--- config.mk ---
export PLATFORM = sky130hd
export DESIGN_NAME = sosc_ctrl
export DESIGN_NICKNAME = d
export VERILOG_FILES = /design/src/include/sosc_pkg.sv /design/src/rtl/sosc_ctrl.sv
export SDC_FILE = /design/constraint.sdc
export NUM_CORES = 1
export LEC_CHECK = 0
export BUFFER_PORTS_ARGS = -buffer_cell sky130_fd_sc_hd__buf_2
export CAP_MARGIN = 10
export CORE_AREA = 2 2 157 159
export DETAILED_ROUTE_END_ITERATION = 12
export DIE_AREA = 0 0 159 161
export PLACE_DENSITY_LB_ADDON = 0.05
export SYNTH_ARGS = -nofsm -noshare
export SYNTH_HDL_FRONTEND = slang
export SYNTH_SLANG_ARGS = --single-unit
--- constraint.sdc ---
create_clock -name CLK_I -period 12.17 [get_ports CLK_I]
set_input_delay 1.8255 -clock CLK_I [delete_from_list [all_inputs] [get_ports CLK_I]]
set_output_delay 1.8255 -clock CLK_I [all_outputs]
set_load 0.02 [all_outputs]
--- src/include/sosc_pkg.sv ---
// Function
// (RQ1) Outputs on only when all conditions hold
// (RQ2) Outputs off on absence, low input, fault
// (RQ3) Self-test dropouts no longer than 0.3 ms
// (RQ4) Downstream tolerates dropouts, no own pulses
// (RQ5) Outputs active high, drive supply level
// (RQ6) Downstream never uses diagnosis for safety
// (RQ7) Ignore input low pulses up to 900 us
// (RQ8) Chain: first inputs high, others chained
// (RQ9) Unused feedback input held high
// (RQ10) Automatic feedback only on last sensor
// (RQ11) Start variant needs valid start pulse
// (RQ12) Valid start pulse lasts 30 ms to 5 s
// (RQ13) Diagnosis pulses follow yellow timing
// (RQ14) Ready: green steady, diagnosis and outputs high
// (RQ15) Inputs low: green blinks, outputs off
// (RQ16) Awaiting start: green flashes, outputs off
// (RQ17) Range edge: yellow blinks, outputs held
// (RQ18) Teach-in: yellow flashes, outputs off
// (RQ19) Fault: red blinks, diagnosis, outputs low
// (RQ20) Blink ratio 1:1, flash ratio 1:5
// (RQ21) Red pulse count encodes fault cause
// (RQ22) Teach-in: six red blinks, yellow after 10 s
// (RQ23) Not operational before 1000 ms readiness
// (RQ24) Counters sized for longest interval, 10 s
package sosc_pkg;

    // ----------------------------------------------------------------
    // Timing
    // ----------------------------------------------------------------
    localparam int unsigned CLK_HZ = 200_000_000;
    localparam int unsigned DROP_MAX_US = 300;
    localparam int unsigned DROP_CYC = DROP_MAX_US * 200;
    localparam int unsigned GLITCH_US = 900;
    localparam int unsigned GLITCH_CYC = GLITCH_US * 200;
    localparam int unsigned START_MIN_MS = 30;
    localparam int unsigned START_MIN_CYC = START_MIN_MS * 200_000;
    localparam int unsigned START_MAX_MS = 5000;
    localparam int unsigned START_MAX_CYC = START_MAX_MS * 200_000;
    localparam int unsigned READY_MS = 1000;
    localparam int unsigned READY_CYC = READY_MS * 200_000;
    localparam int unsigned TEACH_WAIT_MS = 10_000;
    localparam int unsigned TEACH_WAIT_CYC = TEACH_WAIT_MS * 200_000;
    localparam int unsigned TEST_PERIOD_MS = 10;
    localparam int unsigned TEST_PERIOD_CYC = TEST_PERIOD_MS * 200_000;
    localparam int unsigned SLOT_MS = 100;
    localparam int unsigned SLOT_CYC = SLOT_MS * 200_000;
    localparam int unsigned CNT_W = 32;

    // ----------------------------------------------------------------
    // Codes
    // ----------------------------------------------------------------
    localparam logic [2:0] PULSES_OUT = 3'h1;
    localparam logic [2:0] PULSES_IN = 3'h2;
    localparam logic [2:0] PULSES_FB = 3'h3;
    localparam logic [2:0] PULSES_WRONG = 3'h6;
    localparam logic [2:0] PULSES_TEACH = 3'h6;

    typedef enum logic [2:0] {
        ST_INIT, ST_IDLE, ST_INLOW, ST_WAITSTART, ST_ON, ST_TEACH, ST_FAULT
    } sosc_state_t;

    typedef struct packed {
        logic green;
        logic red;
        logic yellow;
    } sosc_led_t;

    typedef struct packed {
        logic out_fault;
        logic in_fault;
        logic fb_fault;
        logic wrong_actuator;
    } sosc_fault_t;

endpackage : sosc_pkg

--- src/rtl/sosc_ctrl.sv ---
`timescale 1ns/1ps
module sosc_ctrl
    import sosc_pkg::*;
#(
    parameter int unsigned READY_CYCLES = READY_CYC,
    parameter int unsigned GLITCH_CYCLES = GLITCH_CYC,
    parameter int unsigned START_MIN_CYCLES = START_MIN_CYC,
    parameter int unsigned START_MAX_CYCLES = START_MAX_CYC,
    parameter int unsigned TEACH_CYCLES = TEACH_WAIT_CYC,
    parameter int unsigned TEST_CYCLES = TEST_PERIOD_CYC,
    parameter int unsigned SLOT_CYCLES = SLOT_CYC,
    parameter int unsigned DROP_CYCLES = DROP_CYC
) (
    input wire logic CLK_I,
    input wire logic RST_I,
    input wire logic ACT_OK_I,
    input wire logic ACT_WRONG_I,
    input wire logic ACT_EDGE_I,
    input wire logic TEACH_I,
    input wire logic [1:0] SAFE_IN_I,
    input wire logic FEEDBACK_MONITOR_INPUT_I,
    input wire logic START_MODE_I,
    input wire sosc_fault_t FAULT_I,
    output logic [1:0] SELF_TESTED_SAFETY_OUTPUT_O,
    output sosc_led_t LED_O,
    output logic DIAG_O,
    output logic READY_O
);

    // ----------------------------------------------------------------
    // Readiness delay after reset
    // ----------------------------------------------------------------
    logic [CNT_W-1:0] rdy_cnt_q;
    logic ready_q;
    always_ff @(posedge CLK_I or posedge RST_I) begin
        if (RST_I) begin
            rdy_cnt_q <= '0;
            ready_q <= 1'b0;
        end else if (!ready_q) begin
            rdy_cnt_q <= rdy_cnt_q + 1'b1;
            if (rdy_cnt_q >= CNT_W'(READY_CYCLES - 1)) ready_q <= 1'b1; // RQ23
        end
    end

    // ----------------------------------------------------------------
    // Input glitch filter: a low only counts once it outlasts the window.
    // ----------------------------------------------------------------
    logic [1:0] in_ok_q;
    for (genvar g = 0; g < 2; g++) begin : g_filt
        logic [CNT_W-1:0] low_cnt_q;
        always_ff @(posedge CLK_I or posedge RST_I) begin
            if (RST_I) begin
                low_cnt_q <= '0;
                in_ok_q[g] <= 1'b0;
            end else if (SAFE_IN_I[g]) begin
                low_cnt_q <= '0;
                in_ok_q[g] <= 1'b1;
            end else if (low_cnt_q < CNT_W'(GLITCH_CYCLES)) begin
                low_cnt_q <= low_cnt_q + 1'b1;
            end else begin
                in_ok_q[g] <= 1'b0; // RQ7
            end
        end
    end
    wire inputs_ok = &in_ok_q;

    // ----------------------------------------------------------------
    // Start pulse measurement
    // ----------------------------------------------------------------
    logic fb_prev_q;
    logic [CNT_W-1:0] pw_cnt_q;
    logic start_seen_q;
    logic start_bad_q;
    logic state_on;
    logic arm;
    always_ff @(posedge CLK_I or posedge RST_I) begin
        if (RST_I) begin
            // The unused feedback input idles high, so this avoids a false edge after reset.
            fb_prev_q <= 1'b1;
            pw_cnt_q <= '0;
            start_seen_q <= 1'b0;
            start_bad_q <= 1'b0;
        end else begin
            fb_prev_q <= FEEDBACK_MONITOR_INPUT_I;
            if (FEEDBACK_MONITOR_INPUT_I && pw_cnt_q != '1) pw_cnt_q <= pw_cnt_q + 1'b1;
            if (FEEDBACK_MONITOR_INPUT_I && !fb_prev_q) pw_cnt_q <= '0;
            if (!arm) begin
                start_seen_q <= 1'b0;
            end else if (START_MODE_I && fb_prev_q && !FEEDBACK_MONITOR_INPUT_I) begin
                // Width is the count since the rising edge plus this cycle.
                if (pw_cnt_q + 1 >= CNT_W'(START_MIN_CYCLES)
                    && pw_cnt_q + 1 <= CNT_W'(START_MAX_CYCLES)) begin
                    start_seen_q <= 1'b1; // RQ12
                end else begin
                    start_bad_q <= 1'b1;
                end
            end
        end
    end
    // Automatic variant: the guard contacts simply read high when correct.
    wire fb_ok = START_MODE_I ? start_seen_q : FEEDBACK_MONITOR_INPUT_I; // RQ11
    wire any_fault = |FAULT_I || (start_bad_q && START_MODE_I);

    // ----------------------------------------------------------------
    // State machine
    // ----------------------------------------------------------------
    sosc_state_t st_q;
    sosc_state_t st_d;
    always_comb begin
        st_d = st_q;
        case (st_q)
            ST_INIT: if (ready_q) st_d = ST_IDLE; // RQ23
            ST_TEACH, ST_FAULT: st_d = st_q;
            default: begin
                if (any_fault || ACT_WRONG_I) st_d = ST_FAULT; // RQ2
                else if (TEACH_I) st_d = ST_TEACH;
                else if (!ACT_OK_I) st_d = ST_IDLE;
                else if (!inputs_ok) st_d = ST_INLOW;
                else if (!fb_ok) st_d = ST_WAITSTART;
                else st_d = ST_ON; // RQ1
            end
        endcase
    end
    always_ff @(posedge CLK_I or posedge RST_I) begin
        if (RST_I) st_q <= ST_INIT;
        else st_q <= st_d;
    end
    assign state_on = (st_q == ST_ON);
    assign arm = ACT_OK_I && inputs_ok && (st_q == ST_WAITSTART || st_q == ST_ON);

    // ----------------------------------------------------------------
    // Output self-test dropouts
    // ----------------------------------------------------------------
    logic [CNT_W-1:0] tst_cnt_q;
    logic [1:0] out_q;
    logic hold_q;
    always_ff @(posedge CLK_I or posedge RST_I) begin
        if (RST_I) begin
            tst_cnt_q <= '0;
            hold_q <= 1'b0;
        end else begin
            tst_cnt_q <= (tst_cnt_q >= CNT_W'(TEST_CYCLES - 1)) ? '0 : tst_cnt_q + 1'b1;
            // Range-edge keeps whatever the outputs last were.
            if (!ACT_EDGE_I) hold_q <= state_on;
        end
    end
    // Dropout is the first DROP_CYCLES of each period, never longer.
    wire drop = tst_cnt_q < CNT_W'(DROP_CYCLES); // RQ3
    // Range edge keeps the last state, but a low input or a lost actuator still opens.
    wire edge_hold = hold_q && inputs_ok && ACT_OK_I; // RQ2
    wire at_edge = ACT_EDGE_I && st_q != ST_FAULT && st_q != ST_TEACH;
    wire out_en = at_edge ? edge_hold : state_on; // RQ17
    always_ff @(posedge CLK_I or posedge RST_I) begin
        if (RST_I) out_q <= 2'h0;
        else out_q <= {2{out_en && !drop}}; // RQ5
    end
    assign SELF_TESTED_SAFETY_OUTPUT_O = out_q;

    // ----------------------------------------------------------------
    // Indicator patterns: six slots, blink 3/3, flash 1/5.
    // ----------------------------------------------------------------
    logic [CNT_W-1:0] slot_cnt_q;
    logic [2:0] ph_q;
    logic [3:0] burst_q;
    logic [CNT_W-1:0] teach_cnt_q;
    always_ff @(posedge CLK_I or posedge RST_I) begin
        if (RST_I) begin
            slot_cnt_q <= '0;
            ph_q <= 3'h0;
            burst_q <= 4'h0;
        end else if (slot_cnt_q >= CNT_W'(SLOT_CYCLES - 1)) begin
            slot_cnt_q <= '0;
            ph_q <= (ph_q == 3'h5) ? 3'h0 : ph_q + 3'h1;
            if (ph_q == 3'h5) burst_q <= (burst_q == 4'h9) ? 4'h0 : burst_q + 4'h1;
        end else begin
            slot_cnt_q <= slot_cnt_q + 1'b1;
        end
    end
    always_ff @(posedge CLK_I or posedge RST_I) begin
        if (RST_I) teach_cnt_q <= '0;
        else if (st_q != ST_TEACH) teach_cnt_q <= '0;
        else if (teach_cnt_q < CNT_W'(TEACH_CYCLES)) teach_cnt_q <= teach_cnt_q + 1'b1; // RQ24
    end
    wire blink = ph_q < 3'h3; // RQ20
    wire flash = ph_q == 3'h0; // RQ20
    logic [2:0] cause_d;
    logic [2:0] cause_q;
    logic [2:0] npulse;
    always_comb begin
        if (FAULT_I.out_fault) cause_d = PULSES_OUT;
        else if (FAULT_I.in_fault) cause_d = PULSES_IN;
        else if (FAULT_I.fb_fault || start_bad_q) cause_d = PULSES_FB;
        else cause_d = PULSES_WRONG; // RQ21
    end
    // The cause is frozen on entry to the fault state, since the fault inputs may clear later.
    always_ff @(posedge CLK_I or posedge RST_I) begin
        if (RST_I) cause_q <= PULSES_WRONG;
        else if (st_q != ST_FAULT) cause_q <= cause_d; // RQ21
    end
    always_comb begin
        npulse = (st_q == ST_TEACH) ? PULSES_TEACH : cause_q;
    end
    wire red_burst = blink && burst_q < {1'b0, npulse};
    wire teach_wait = teach_cnt_q < CNT_W'(TEACH_CYCLES);

    sosc_led_t led_d;
    logic diag_d;
    always_comb begin
        led_d = '0;
        diag_d = 1'b0;
        case (st_q)
            ST_INIT, ST_IDLE: led_d.yellow = 1'b1;
            ST_ON: begin
                led_d.green = 1'b1;
                diag_d = 1'b1; // RQ14
            end
            ST_INLOW: begin
                led_d.green = blink;
                diag_d = 1'b1; // RQ15
            end
            ST_WAITSTART: begin
                led_d.green = flash;
                diag_d = 1'b1; // RQ16
            end
            ST_TEACH: begin
                led_d.red = teach_wait && red_burst; // RQ22
                led_d.yellow = !teach_wait && flash; // RQ18
                diag_d = led_d.yellow; // RQ13
            end
            default: led_d.red = red_burst; // RQ19
        endcase
        if (ACT_EDGE_I && st_q != ST_FAULT && st_q != ST_TEACH && st_q != ST_INIT) begin
            led_d = '0;
            led_d.yellow = blink;
            diag_d = blink; // RQ17
        end
    end
    always_ff @(posedge CLK_I or posedge RST_I) begin
        if (RST_I) begin
            LED_O <= '0;
            DIAG_O <= 1'b0;
            READY_O <= 1'b0;
        end else begin
            LED_O <= led_d;
            DIAG_O <= diag_d;
            READY_O <= ready_q;
        end
    end

endmodule : sosc_ctrl

==> out/summary.md, run 1 <==
Entering global routing, the biggest net connects 127 pins. The tools report the critical path endpoint category as a flop. The logs give 47.0% for the fraction of power consumed by sequential logic and 1646 for the number of cells in the design after placement.

For the worst setup path, the data required time is 12.59 ns. The power per cell area was 133 nW/µm²; the number of resized instances in the post-cts repair step was 0. The tools report the sequential cell area as 6260 µm².

The number of setup buffers added after CTS is 0. Counting flops and latches in the post-synthesis netlist gives 250. The async set or reset register ratio after synthesis came out at 100%. The proportion of total power due to net switching was 22.9%. TritonCTS created 28 clock buffers. Detailed placement ended at an HPWL of 16.3 mm.

The post-route antenna net violation count is 0. Path category of the worst min-delay check: flop to flop. Of all nets on the critical path, the largest fanout is 29.

At the pin with the least slew margin, the transition time is 1.06 ns. Total of warnings raised by yosys: 0. The die is 161 µm tall. The logs give 1699 for the number of standard cells in the layout, taps in and fillers out and 1.43 mW for the design internal power. Fill cells in the final layout number 2143. STA classifies the critical path startpoint as a flop. Of the total power, the clock network draws 48.7%. The cell area that synthesis handed to floorplanning was 12600 µm². The run gives 0 ns as the setup total negative slack. In this run the static leakage power is 5.86 nW.

Critical path class: flop to flop. TritonCTS built the clock tree. The post-detailed-placement cell area is 13000 µm², and the first-pass detailed-route iteration total is 5. Setup repair after global routing left no endpoint under its margin. The initial antenna violation count is 1, and the fraction of power consumed by combinational cells is 4.3%. Compared with the post-synthesis result, the final layout area differs by 11.2%. The run gives 4.07 ns as the data arrival time of the critical path.

The number of endpoints with negative hold slack in the final report is 0, and the count of input and output buffers is 20. The flow ran to the end, and the final reports show no timing, DRC or antenna violations. After layout, the worst path uses 29.9% of the clock period. Static timing analysis puts the maximum clock frequency at 274 MHz. For this block, the routed nets add up to 25.0 mm of wire. The synthesized design contains 0 enable-type register cells. The run gives 8993 as the via count of the first global-routing pass. The multi-input gate area in the final layout came out at 5990 µm². For the slack of the worst reg-to-reg path, the log shows 8.53 ns.

The tools report the first-iteration detailed-routing DRC count as 595. Total count of max-transition violations in the final report: 0. The post-route minimum period is 3.64 ns, and the die footprint is 25600 µm². The total congestion overflow after global routing is 0, and the total non-filler cell area in the finished layout is 14000 µm². For this run, the leading register cell type out of synthesis is sky130_fd_sc_hd__dfrtp_1. Measured against its own limit, the worst slew margin works out to 28.9%. Across the run, the number of max-cap violations was 0. The number of sinks driven by the clock tree was 250; the average wire per cell in the routed design was 14.7 µm. The H-tree depth reported by CTS is 1, and the horizontal extent of the die is 159 µm. Across the VDD grid, the largest voltage drop is 0.000105 V. The logs give 0.919 for the placer's final routability congestion estimate and 9440 for the total via count in the routed design. The number of unique standard cell types used by synthesis was 73. The run gives 1336 as the synthesized instance count. The number of top-level pins was 21. The layout net count is 1375, and the count of endpoints failing setup in the final report is 0. A synthesized cell averages 9.41 µm². Dividing the detail-routed via count by the number of cells gives 5.56. On the final layout, the worst clock skew is 0.00899 ns.

Hold repair after CTS inserted 0 buffers. For this configuration, the core starts out at a cell density of 52.4%. The tools report the post-synthesis sequential area ratio as 49.8%.

The clock passes through at most 3 buffers. The floorplan has 57 rows. For this run, the total global-route usage over all layers was measured as 20.0%.

Clock-pin slew was measured on the worst setup and hold paths at 0.06 ns. The count of unresolved DRC violations after routing is 0. The run gives 0.424 mW as the switching power of the nets. The run gives 0.54 ns as the later-pin clock latency in the skew report. The cell at the root of the clock tree was sky130_fd_sc_hd__clkbuf_16. Cells with a size suffix above 1 make up 9.02% of the layout. The first global-routing pass estimated 43.8 mm of wire. The tools report the smallest hold slack as 0.465 ns.

Summing internal, switching and leakage power gives 1.86 mW. The area of the core came out at 24000 µm².
[flip-flops by register name, summed over array words and instances, names as in the netlist, 2 cells and up]
name and count:
g_filt.low_cnt_q 64, pw_cnt_q 32, rdy_cnt_q 32, slot_cnt_q 32
teach_cnt_q 32, tst_cnt_q 32, burst_q 4, LED_O 3
cause_q 3, ph_q 3, st_q 3, in_ok_q 2
[cells in the final DEF (no fill, tap or decap), types with 8 or more instances in the layout]
cell type	instances
sky130_fd_sc_hd__a21o_1	8
sky130_fd_sc_hd__a21oi_1	47
sky130_fd_sc_hd__a31o_2	11
sky130_fd_sc_hd__a31oi_1	12
sky130_fd_sc_hd__and2_1	10
sky130_fd_sc_hd__and3_1	33
sky130_fd_sc_hd__and4_1	8
sky130_fd_sc_hd__buf_2	20
sky130_fd_sc_hd__buf_4	10
sky130_fd_sc_hd__clkbuf_16	29
sky130_fd_sc_hd__conb_1	18
sky130_fd_sc_hd__dfrtp_1	247
sky130_fd_sc_hd__ha_1	9
sky130_fd_sc_hd__inv_1	34
sky130_fd_sc_hd__nand2_1	137
sky130_fd_sc_hd__nand3_1	75
sky130_fd_sc_hd__nand4_1	36
sky130_fd_sc_hd__nor2_1	178
sky130_fd_sc_hd__nor2b_1	50
sky130_fd_sc_hd__nor3_1	30
sky130_fd_sc_hd__nor4_1	34
sky130_fd_sc_hd__o21ai_0	39
sky130_fd_sc_hd__o31ai_1	25
sky130_fd_sc_hd__o41ai_1	8
sky130_fd_sc_hd__xnor2_1	79
sky130_fd_sc_hd__xor2_1	54
[power by group through the flow]
| stage | sequential [mW] | combinational [mW] | clock [mW] |
|---|---|---|---|
| finish | 0.872 | 0.0799 | 0.903 |
| global route | 0.875 | 0.0941 | 0.963 |
| CTS | 0.872 | 0.0821 | 0.932 |
| detailed placement | 0.886 | 0.0818 | 0 |
| global placement | 0.887 | 0.0799 | 0 |
| floorplan | 0.880 | 0.0645 | 0 |
[routing by layer]
metal  part of all wire (%)  global-route usage [%]
met1                     49                    29.0
met2                     45                    32.0
met3                    3.3                    3.00
met4                    2.0                    5.12
met5                      0                       0
[worst paths after layout]
| kind | start | to | cells after the start |
|---|---|---|---|
| worst max-delay path | pw_cnt_q[0]$_DFFE_PP0P_ | pw_cnt_q[9]$_DFFE_PP0P_ | 10 |
| worst min-delay path | rdy_cnt_q[25]$_DFFE_PP0N_ | rdy_cnt_q[25]$_DFFE_PP0N_ | 1 |
| worst max register to register | pw_cnt_q[0]$_DFFE_PP0P_ | pw_cnt_q[9]$_DFFE_PP0P_ | 10 |
| worst min register to register | rdy_cnt_q[25]$_DFFE_PP0N_ | rdy_cnt_q[25]$_DFFE_PP0N_ | 1 |
| max in group asynchronous | RST_I | LED_O[1]$_DFF_PP0_ | 3 |
| min in group asynchronous | RST_I | g_filt[1].low_cnt_q[12]$_DFFE_PP0P_ | 2 |
[area by class of cell]
cell class | instances | area share (%)
well taps | 324 | 2.90
clock inverters | 21 | 1.88
multi-input cells | 1007 | 42.8
repair buffers | 30 | 1.25
flip-flops and latches | 250 | 44.8
clock buffers | 31 | 5.32
diodes | 1 | 0.0179
inverters | 35 | 0.994
[Yosys cell counts, types with 30 or more instances]
cell type,n,area [µm²]
sky130_fd_sc_hd__and3_1,33,206
sky130_fd_sc_hd__nand2_1,137,514
sky130_fd_sc_hd__inv_1,35,131
sky130_fd_sc_hd__nand4_1,36,225
sky130_fd_sc_hd__clkbuf_1,45,169
sky130_fd_sc_hd__nor3_1,30,150
sky130_fd_sc_hd__dfrtp_1,247,6180
sky130_fd_sc_hd__a21oi_1,48,240
sky130_fd_sc_hd__nor2_1,178,668
sky130_fd_sc_hd__nor4_1,34,213
sky130_fd_sc_hd__xnor2_1,79,692
sky130_fd_sc_hd__nand3_1,75,375
sky130_fd_sc_hd__xor2_1,54,473
sky130_fd_sc_hd__nor2b_1,50,313
sky130_fd_sc_hd__o21ai_0,41,205
[through the flow]
step	util, %	worst slack [ns]
after floorplan	-	3.48
after global placement	54.1	8.08
after detailed placement	54.1	8.05
after CTS	58.3	8.53
after global routing	58.3	8.20
final	58.3	8.53
[critical path, stage by stage (launching register included)]
cell and delay (ns):
sky130_fd_sc_hd__dfrtp_1 0.43, sky130_fd_sc_hd__ha_1 0.29, sky130_fd_sc_hd__nand3_2 0.21, sky130_fd_sc_hd__nor4_4 0.53, sky130_fd_sc_hd__nand3_1 0.20, sky130_fd_sc_hd__o21ai_1 0.15, sky130_fd_sc_hd__buf_4 0.28, sky130_fd_sc_hd__inv_1 0.28
sky130_fd_sc_hd__nand2_1 0.86, sky130_fd_sc_hd__or3_1 0.20, sky130_fd_sc_hd__o21ai_0 0.07
[cells by family after synthesis]
group | synth area share, %
AO/OA/AOI/OAI | 10.1
XOR/XNOR | 9.27
adder cells (fa/ha/maj) | 0.976
buffers and inverters | 3.10
flip-flops | 49.8
multiplexers | 0.687
other | 0.0298
AND/OR/NAND/NOR | 26.0
Note: power is estimated with default switching activity, not from simulation.
==> run 2, diff against run 1 <==
- clock period: 12.17 -> 3.37 ns (I/O delays scaled with it)
==> run 2 against run 1 <==
Routed wire length is 2.2% higher. Cell count rose by 1.3%. Clock skew increased by 0.0058 ns.
==> out/summary.md, run 2 (synthesis gave the netlist of run 1 again) <==
The most heavily used metal layer in global routing was met2. Once the floorplan was initialized, standard cells occupied 52.4% of the core. The worst clock skew is 0.0148 ns. The count of input and output buffers was 20. The number of cells on the worst reg-to-reg path is 9. The setup path with the least slack is of type flop to flop. After layout, the design draws a total of 6.71 mW.

The flow ran to the end, and the final reports show no timing, DRC or antenna violations. The commonest non-fill, non-tap cell in the layout is sky130_fd_sc_hd__dfrtp_1. In this run the vertical extent of the chip is 161 µm. The power per cell area is 474 nW/µm², and the total congestion overflow after global routing is 0. In this run, flip-flops and latches consume 46.9% of the power. STA classifies the critical path endpoint as a flop. In this run the count of I/O pins placed on the die edge is 21. For the final worst-path setup slack, the log shows 0.245 ns.

Setup repair after global routing left no endpoint under its margin. The logs give 4.5% for the fraction of power consumed by combinational cells and 13200 µm² for the post-detailed-placement cell area. Global routing used 20.6% of the available tracks.

Summed over all nets, the switching power comes to 1.51 mW. Summing all non-filler instances in the final layout gives an area of 14200 µm². The logs give 577 for the first-iteration detailed-routing DRC count and 3.56 ns for the data arrival time of the critical path. Max-cap violations in this run came to 0. The initial antenna violation count came out at 0. The later pin in the worst-skew pair is clocked with a latency of 0.54 ns.

Of the cells placed in the final design, the portion with a size suffix greater than 1 is 10.4%. For the count of endpoints failing setup in the final report, the log shows 0. The startpoint identified for the worst register-to-register timing path is pw_cnt_q[0]$_DFFE_PP0P_. The worst hold path begins at FEEDBACK_MONITOR_INPUT_I. Number of endpoints with negative hold slack in the final report: 0.

Buffers inserted during clock tree synthesis total 28. Worst slew margin relative to its limit: 51.3%. The CTS clock-pin slew for the worst setup and hold paths was 0.06 ns; the number of placement rows was 57. The standard cell with the maximum stage delay on the critical path is sky130_fd_sc_hd__or4_1. The library cells used most frequently in the layout, excluding fill and tap cells, are 247 x sky130_fd_sc_hd__dfrtp_1, 178 x sky130_fd_sc_hd__nor2_1, 137 x sky130_fd_sc_hd__nand2_1, 79 x sky130_fd_sc_hd__xnor2_1, 75 x sky130_fd_sc_hd__nand3_1.

For this design, the sink count on the clock tree is 250. The count of unresolved DRC violations after routing is 0, and the number of cells in the design after placement is 1668. The layout-stage area growth over the synthesis result was 12.8%; the slack of the worst reg-to-reg path was 0.25 ns.

From left edge to right edge, the die measures 159 µm. The total count of max-transition violations in the final report is 0. In the final routed layout, each cell accounts on average for 14.8 µm. The core region is 24000 µm². The first detailed-routing pass ran for 5 iterations. Using the TritonRoute via totals, the vias-per-cell ratio works out to 5.50. The critical path required time was 3.80 ns; the proportion of total power due to net switching was 22.6%. Buffers added to address setup during post-CTS repair amount to 0. For the finished layout, the period the worst path requires is 3.12 ns. The path category of the worst min-delay check was input pin to flop.

Walking the worst path, the cells encountered are ha_2 -> nand3_2 -> or4_1 -> nor2_1 -> nand4_1 -> mux2_2 -> a2111oi_0 -> o211ai_1 -> a32o_1. The register with the most flip-flops in the layout has 64 of them. For met1 alone, demand over resource in global routing was 30.7%. IR analysis of the VDD net gives a maximum drop of 0.000395 V. The via count of the first global-routing pass is 9147, and the leakage power summed over all cells is 5.99 nW.

The endpoint of the worst register-to-register path was start_seen_q$_DFFE_PP0P_. The worst hold path stage count was 1; the smallest hold slack was 0.153 ns. In this run the worst path has a maximum fanout of 7.

The maximum achievable frequency is 320 MHz, and the clock share of power is 48.5%. The run gives 44.9 mm as the wire length of the first global-routing pass. After detailed routing, the total wire length is 25.5 mm. The clock passes through at most 3 buffers. The design internal power came out at 5.20 mW.

Entering global routing, the biggest net connects 95 pins. Endpoint of the worst hold path: fb_prev_q$_DFF_PP1_. STA classifies the critical path startpoint as a flop.

The met3 track demand over resource in global routing was 3.11%; the number of standard cells in the layout, taps in and fillers out was 1721. Global routing used 31.6% of the available met2 tracks. Once detailed placement completed, the half-perimeter wirelength came to 16.9 mm.

In this run the clock root is driven by a sky130_fd_sc_hd__clkbuf_16. 0 antenna diodes ended up in the layout. The logs give 1 for the H-tree depth reported by CTS and 0 for the post-route antenna net violation count. The layout has 2125 filler cells. The largest stage delay on the critical path works out to 0.67 ns. For the pin with the worst max-slew slack, the measured transition is 0.721 ns. TritonCTS built the clock tree. The final period utilization works out to 92.7%. For this run, the post-layout net count is 1398. Routability-driven placement finished with a final weighted congestion of 0.886.

The total via count in the routed design is 9459. The tools report the die footprint as 25600 µm². Ranked by flip-flop count, first place goes to g_filt.low_cnt_q.

For the worst setup slack after placement, the log shows 0.189 ns.
==> run 2: changes by cell type in the layout (fill, tap and decap cells not counted), sizes merged <==
cell and delta:
buf +22, clkbuf +7, clkinvlp -4, inv -3
bufinv -1, clkinv +1, diode -1, dlygate4sd3 +1
==> run 2: per-stage QoR <==
stage	TNS, ns	util (%)
6_report	0	59.1
5_1_grt	0	59.1
4_1_cts	0	59.1
3_5_place_dp	0	54.9
3_3_place_gp	0	54.9
2_1_floorplan	-103.93	-
==> run 2: power groups by stage <==
stage,combinational [mW],clock [mW],sequential [mW]
floorplan,0.233,0,3.18
global placement,0.304,0,3.20
detailed placement,0.308,0,3.20
CTS,0.311,3.34,3.15
global route,0.355,3.49,3.16
finish,0.305,3.26,3.15
==> run 2: per-layer routing <==
| layer | routed length, µm | part of all wire, % | vias up |
|---|---|---|---|
| li1 | - | - | 4735 |
| met1 | 12900 | 51 | 4544 |
| met2 | 11200 | 44 | 143 |
| met3 | 866 | 3.4 | 37 |
| met4 | 554 | 2.2 | 0 |
| met5 | 0 | 0 | - |
==> run 2: cell type report <==
type | count | area, µm² | area share (%)
Sequential cell | 250 | 6260 | 44.2
Multi-Input combinational cell | 1007 | 5990 | 42.3
Clock buffer | 38 | 820 | 5.78
Tap cell | 324 | 405 | 2.86
Timing Repair Buffer | 53 | 375 | 2.65
Clock inverter | 14 | 186 | 1.32
Inverter | 35 | 135 | 0.953
==> run 2: worst max-delay path by stage <==
stage	startpoint	end	slack [ns]	cells past startpoint
floorplan	RST_I	DIAG_O$_DFF_PP0_	-0.42	1
detailed placement	pw_cnt_q[0]$_DFFE_PP0P_	start_seen_q$_DFFE_PP0P_	0.19	9
global placement	pw_cnt_q[0]$_DFFE_PP0P_	start_seen_q$_DFFE_PP0P_	0.30	10
CTS	pw_cnt_q[0]$_DFFE_PP0P_	start_seen_q$_DFFE_PP0P_	0.18	9
global route	pw_cnt_q[0]$_DFFE_PP0P_	start_seen_q$_DFFE_PP0P_	0.01	9
finish	pw_cnt_q[0]$_DFFE_PP0P_	start_seen_q$_DFFE_PP0P_	0.25	9
==> run 2: worst max-delay path, delay by kind of cell (launching register included) <==
kind	cells	cell delay (ns)
and+or+nand+nor	4	1.09
AOI/OAI and AO/OA	3	0.92
DFF	1	0.43
muxes	1	0.30
adders and majority gates	1	0.27
==> run 2: timing repair <==
item | 4_1_cts | 5_1_grt
hold buffers | 1 | 0
setup endpoints to repair | 0 | 1
hold endpoints to repair | 12 | 0
gates resized for setup | 0 | 1
==> run 3, diff against run 2 <==
- BUFFER_PORTS_ARGS: -buffer_cell sky130_fd_sc_hd__buf_2 -> not set
- DONT_BUFFER_PORTS: not set -> 1
- SLEW_MARGIN: not set -> 30
==> run 3 against run 2 <==
Clock skew increased by 0.0017 ns. Combinational power down 6.6%. Critical path depth grew 1. Cell count decreased by 0.81%. Utilization shrank 0.57 points. Die area unchanged. Register-to-register slack is essentially flat. Final area shrank 0.97%. Maximum frequency is essentially flat. Critical path type unchanged. Highest routed layer unchanged.
==> out/summary.md, run 3 (synthesis gave the netlist of run 1 again) <==
Leaving out fill and tap cells, the most frequent cell in the layout is sky130_fd_sc_hd__dfrtp_1. In the layout the commonest cells are 247 x sky130_fd_sc_hd__dfrtp_1, 178 x sky130_fd_sc_hd__nor2_1, 137 x sky130_fd_sc_hd__nand2_1, 79 x sky130_fd_sc_hd__xnor2_1, 75 x sky130_fd_sc_hd__nand3_1. Setup slack on the critical path of the routed design comes to 0.243 ns. STA puts the critical path data required time at 3.80 ns. Pin count of the biggest net entering global routing: 42.

The standard cell with the maximum stage delay on the critical path is sky130_fd_sc_hd__dfrtp_1. The region available for standard cell placement spans 24000 µm². Once layout is done, the placed cells without fillers occupy 14000 µm².

For the H-tree depth reported by CTS, the log shows 1. The tools report the critical path endpoint category as a flop. The post-detailed-placement cell area is 13000 µm². The worst clock skew is 0.0165 ns, and the number of sinks driven by the clock tree is 250. Wires add up to 25.1 mm. From synthesis to final layout, the design area changed by 11.7%.

In this design, the stage delay of the slowest critical-path cell is 0.43 ns. Setup violations remaining at the end of the flow were counted as 0. More flip-flops sit in one register than any other, and that register is g_filt.low_cnt_q. The run gives 0 as the post-route antenna net violation count. The routed layout has 9359 vias. TritonCTS built the clock tree. The logs give 0 for the total of max-cap violations and 0 for the total inserted antenna cells. The worst-margin pin slew is 0.753 ns, and the layout net count is 1384. The maximum vdd drop is 0.000325 V. Number of endpoints with negative hold slack in the final report: 0. The count of input and output buffers is 0.

Clock-pin slew was measured on the worst setup and hold paths at 0.06 ns. The first global-routing pass estimated 44.5 mm of wire. The initial antenna violation count is 0. The run gives 52.4% as the effective utilization at floorplan.

In this run the post-CTS setup repair buffer count came out at 0. The run gives 57 as the number of placement rows. The worst setup path is of the flop to flop kind. Global routing used 20.4% of the available tracks across all layers. The data arrival time of the critical path came out at 3.55 ns. The final critical path takes up 92.8% of the cycle.

The path category of the worst min-delay check was input pin to flop. Along the worst path, the maximum fanout reaches 7. The register with the most flip-flops in the layout has 64 of them. The share of cells above drive strength 1 is 8.89%.

The most numerous cell on the critical path is sky130_fd_sc_hd__mux2_2. Power spread over the standard cell area amounts to 461 nW/µm². At the placement stage, the worst setup path has a slack of 0.236 ns. The cell at the root of the clock tree is sky130_fd_sc_hd__clkbuf_16.

For this run, the top clock speed supported by timing is 320 MHz. Total count of max-transition violations in the final report: 0. The congestion estimate from routability-driven global placement came to 0.895. Setup repair after global routing left no endpoint under its margin. The logs give 0 for the total congestion overflow after global routing and 0.0268 ns for the smallest hold slack. After detailed routing, the number of vias per cell comes to 5.48. The run gives 58.6% as the final standard cell utilization of the core. For this run, design rule violations remaining after detail routing come to 0.

The logs give 0.54 ns for the later-pin clock latency in the skew report and 16.9 mm for the sum of net half-perimeters after detailed placement. Buffers inserted during clock tree synthesis total 29. In this run the tightest slew margin relative to its limit is 49.8%. The worst setup path is launched from a flop. Walking the worst path, the cells encountered are ha_1 -> nand3_2 -> buf_4 -> nor4_4 -> nand2_1 -> mux2_2 -> mux2_2 -> a2111oi_0 -> o211ai_1 -> a32o_1. The first detailed-routing pass took 5 iterations.

In this run the count of I/O pins placed on the die edge is 21. The flow ran to the end, and the final reports show no timing, DRC or antenna violations. Setup total negative slack on the finished layout was measured at 0 ns. The average wire per cell in the routed design works out to 14.7 µm.

The die covers 25600 µm². Summed over all cells, the static leakage comes to 5.89 nW. The horizontal extent of the die was 159 µm. In this run, the number of DRC markers left after iteration 0 of detailed routing was 559. The height of the chip is 161 µm, and the via count of the first global-routing pass is 9148. The post-route minimum period is 3.13 ns, and the maximum root-to-sink buffer count is 3.
## run 3: cell types whose count changed in the layout (fill, tap and decap cells not counted), moves of 2 or more
cell	previous run	this run
sky130_fd_sc_hd__dlygate4sd3_1	1	3
sky130_fd_sc_hd__buf_4	30	34
sky130_fd_sc_hd__clkinv_2	6	4
sky130_fd_sc_hd__clkbuf_8	6	8
sky130_fd_sc_hd__buf_2	20	0
sky130_fd_sc_hd__bufinv_16	4	1
sky130_fd_sc_hd__clkbuf_1	3	9
sky130_fd_sc_hd__inv_6	0	2
sky130_fd_sc_hd__clkinv_4	2	0
## run 3: layer usage
metal | vias to the layer above | track usage (%) | routed length [µm]
li1 | 4712 | - | -
met2 | 150 | 31.4 | 11000
met4 | 0 | 5.37 | 446
met3 | 40 | 3.00 | 956
met5 | - | 0 | 0
met1 | 4457 | 30.4 | 12800
## run 3: per-stage QoR
stage	total power, mW	cells
2_1_floorplan	3.41	1353
5_1_grt	6.76	1707
3_3_place_gp	3.48	1650
3_5_place_dp	3.48	1650
6_report	6.47	1707
4_1_cts	6.56	1705
## run 3: path summary, 6_finish.rpt
kind                            cells past startpoint  slack [ns]                             endpoint                 startpoint
worst max-delay path                               10        0.24             start_seen_q$_DFFE_PP0P_    pw_cnt_q[0]$_DFFE_PP0P_
worst min-delay path                                1        0.03  g_filt[0].low_cnt_q[16]$_DFFE_PP0P_               SAFE_IN_I[0]
worst max register to register                     10        0.24             start_seen_q$_DFFE_PP0P_    pw_cnt_q[0]$_DFFE_PP0P_
worst min register to register                      1        0.47            rdy_cnt_q[25]$_DFFE_PP0N_  rdy_cnt_q[25]$_DFFE_PP0N_
max in group asynchronous                           4        1.98            rdy_cnt_q[11]$_DFFE_PP0N_                      RST_I
min in group asynchronous                           2        0.40  g_filt[0].low_cnt_q[10]$_DFFE_PP0P_                      RST_I
## run 3: area by class of cell
| cell class | count | area (µm²) |
|---|---|---|
| clock buffers | 46 | 870 |
| repair buffers | 38 | 305 |
| flip-flops and latches | 250 | 6260 |
| well taps | 324 | 405 |
| fillers | 2127 | 9930 |
| clock inverters | 7 | 67.6 |
| inverters | 35 | 135 |
| multi-input cells | 1007 | 5990 |
## run 3: critical path: cells and delay by family (launching register included)
family | cells | cell delay (ns)
fa+ha+maj | 1 | 0.30
flops | 1 | 0.43
simple gates | 3 | 0.62
compound gates | 3 | 0.90
buf+inv | 1 | 0.18
mux | 2 | 0.58
## run 3: where the power goes
group	internal (mW)	switching [mW]
combinational	0.116	0.169
clock	1.84	1.21
sequential	3.07	0.0783
## run 3: timing repair
item	in CTS	in global routing
hold endpoints to repair	2	8
hold buffers	2	1
resized for setup	0	1
setup endpoints to repair	0	1
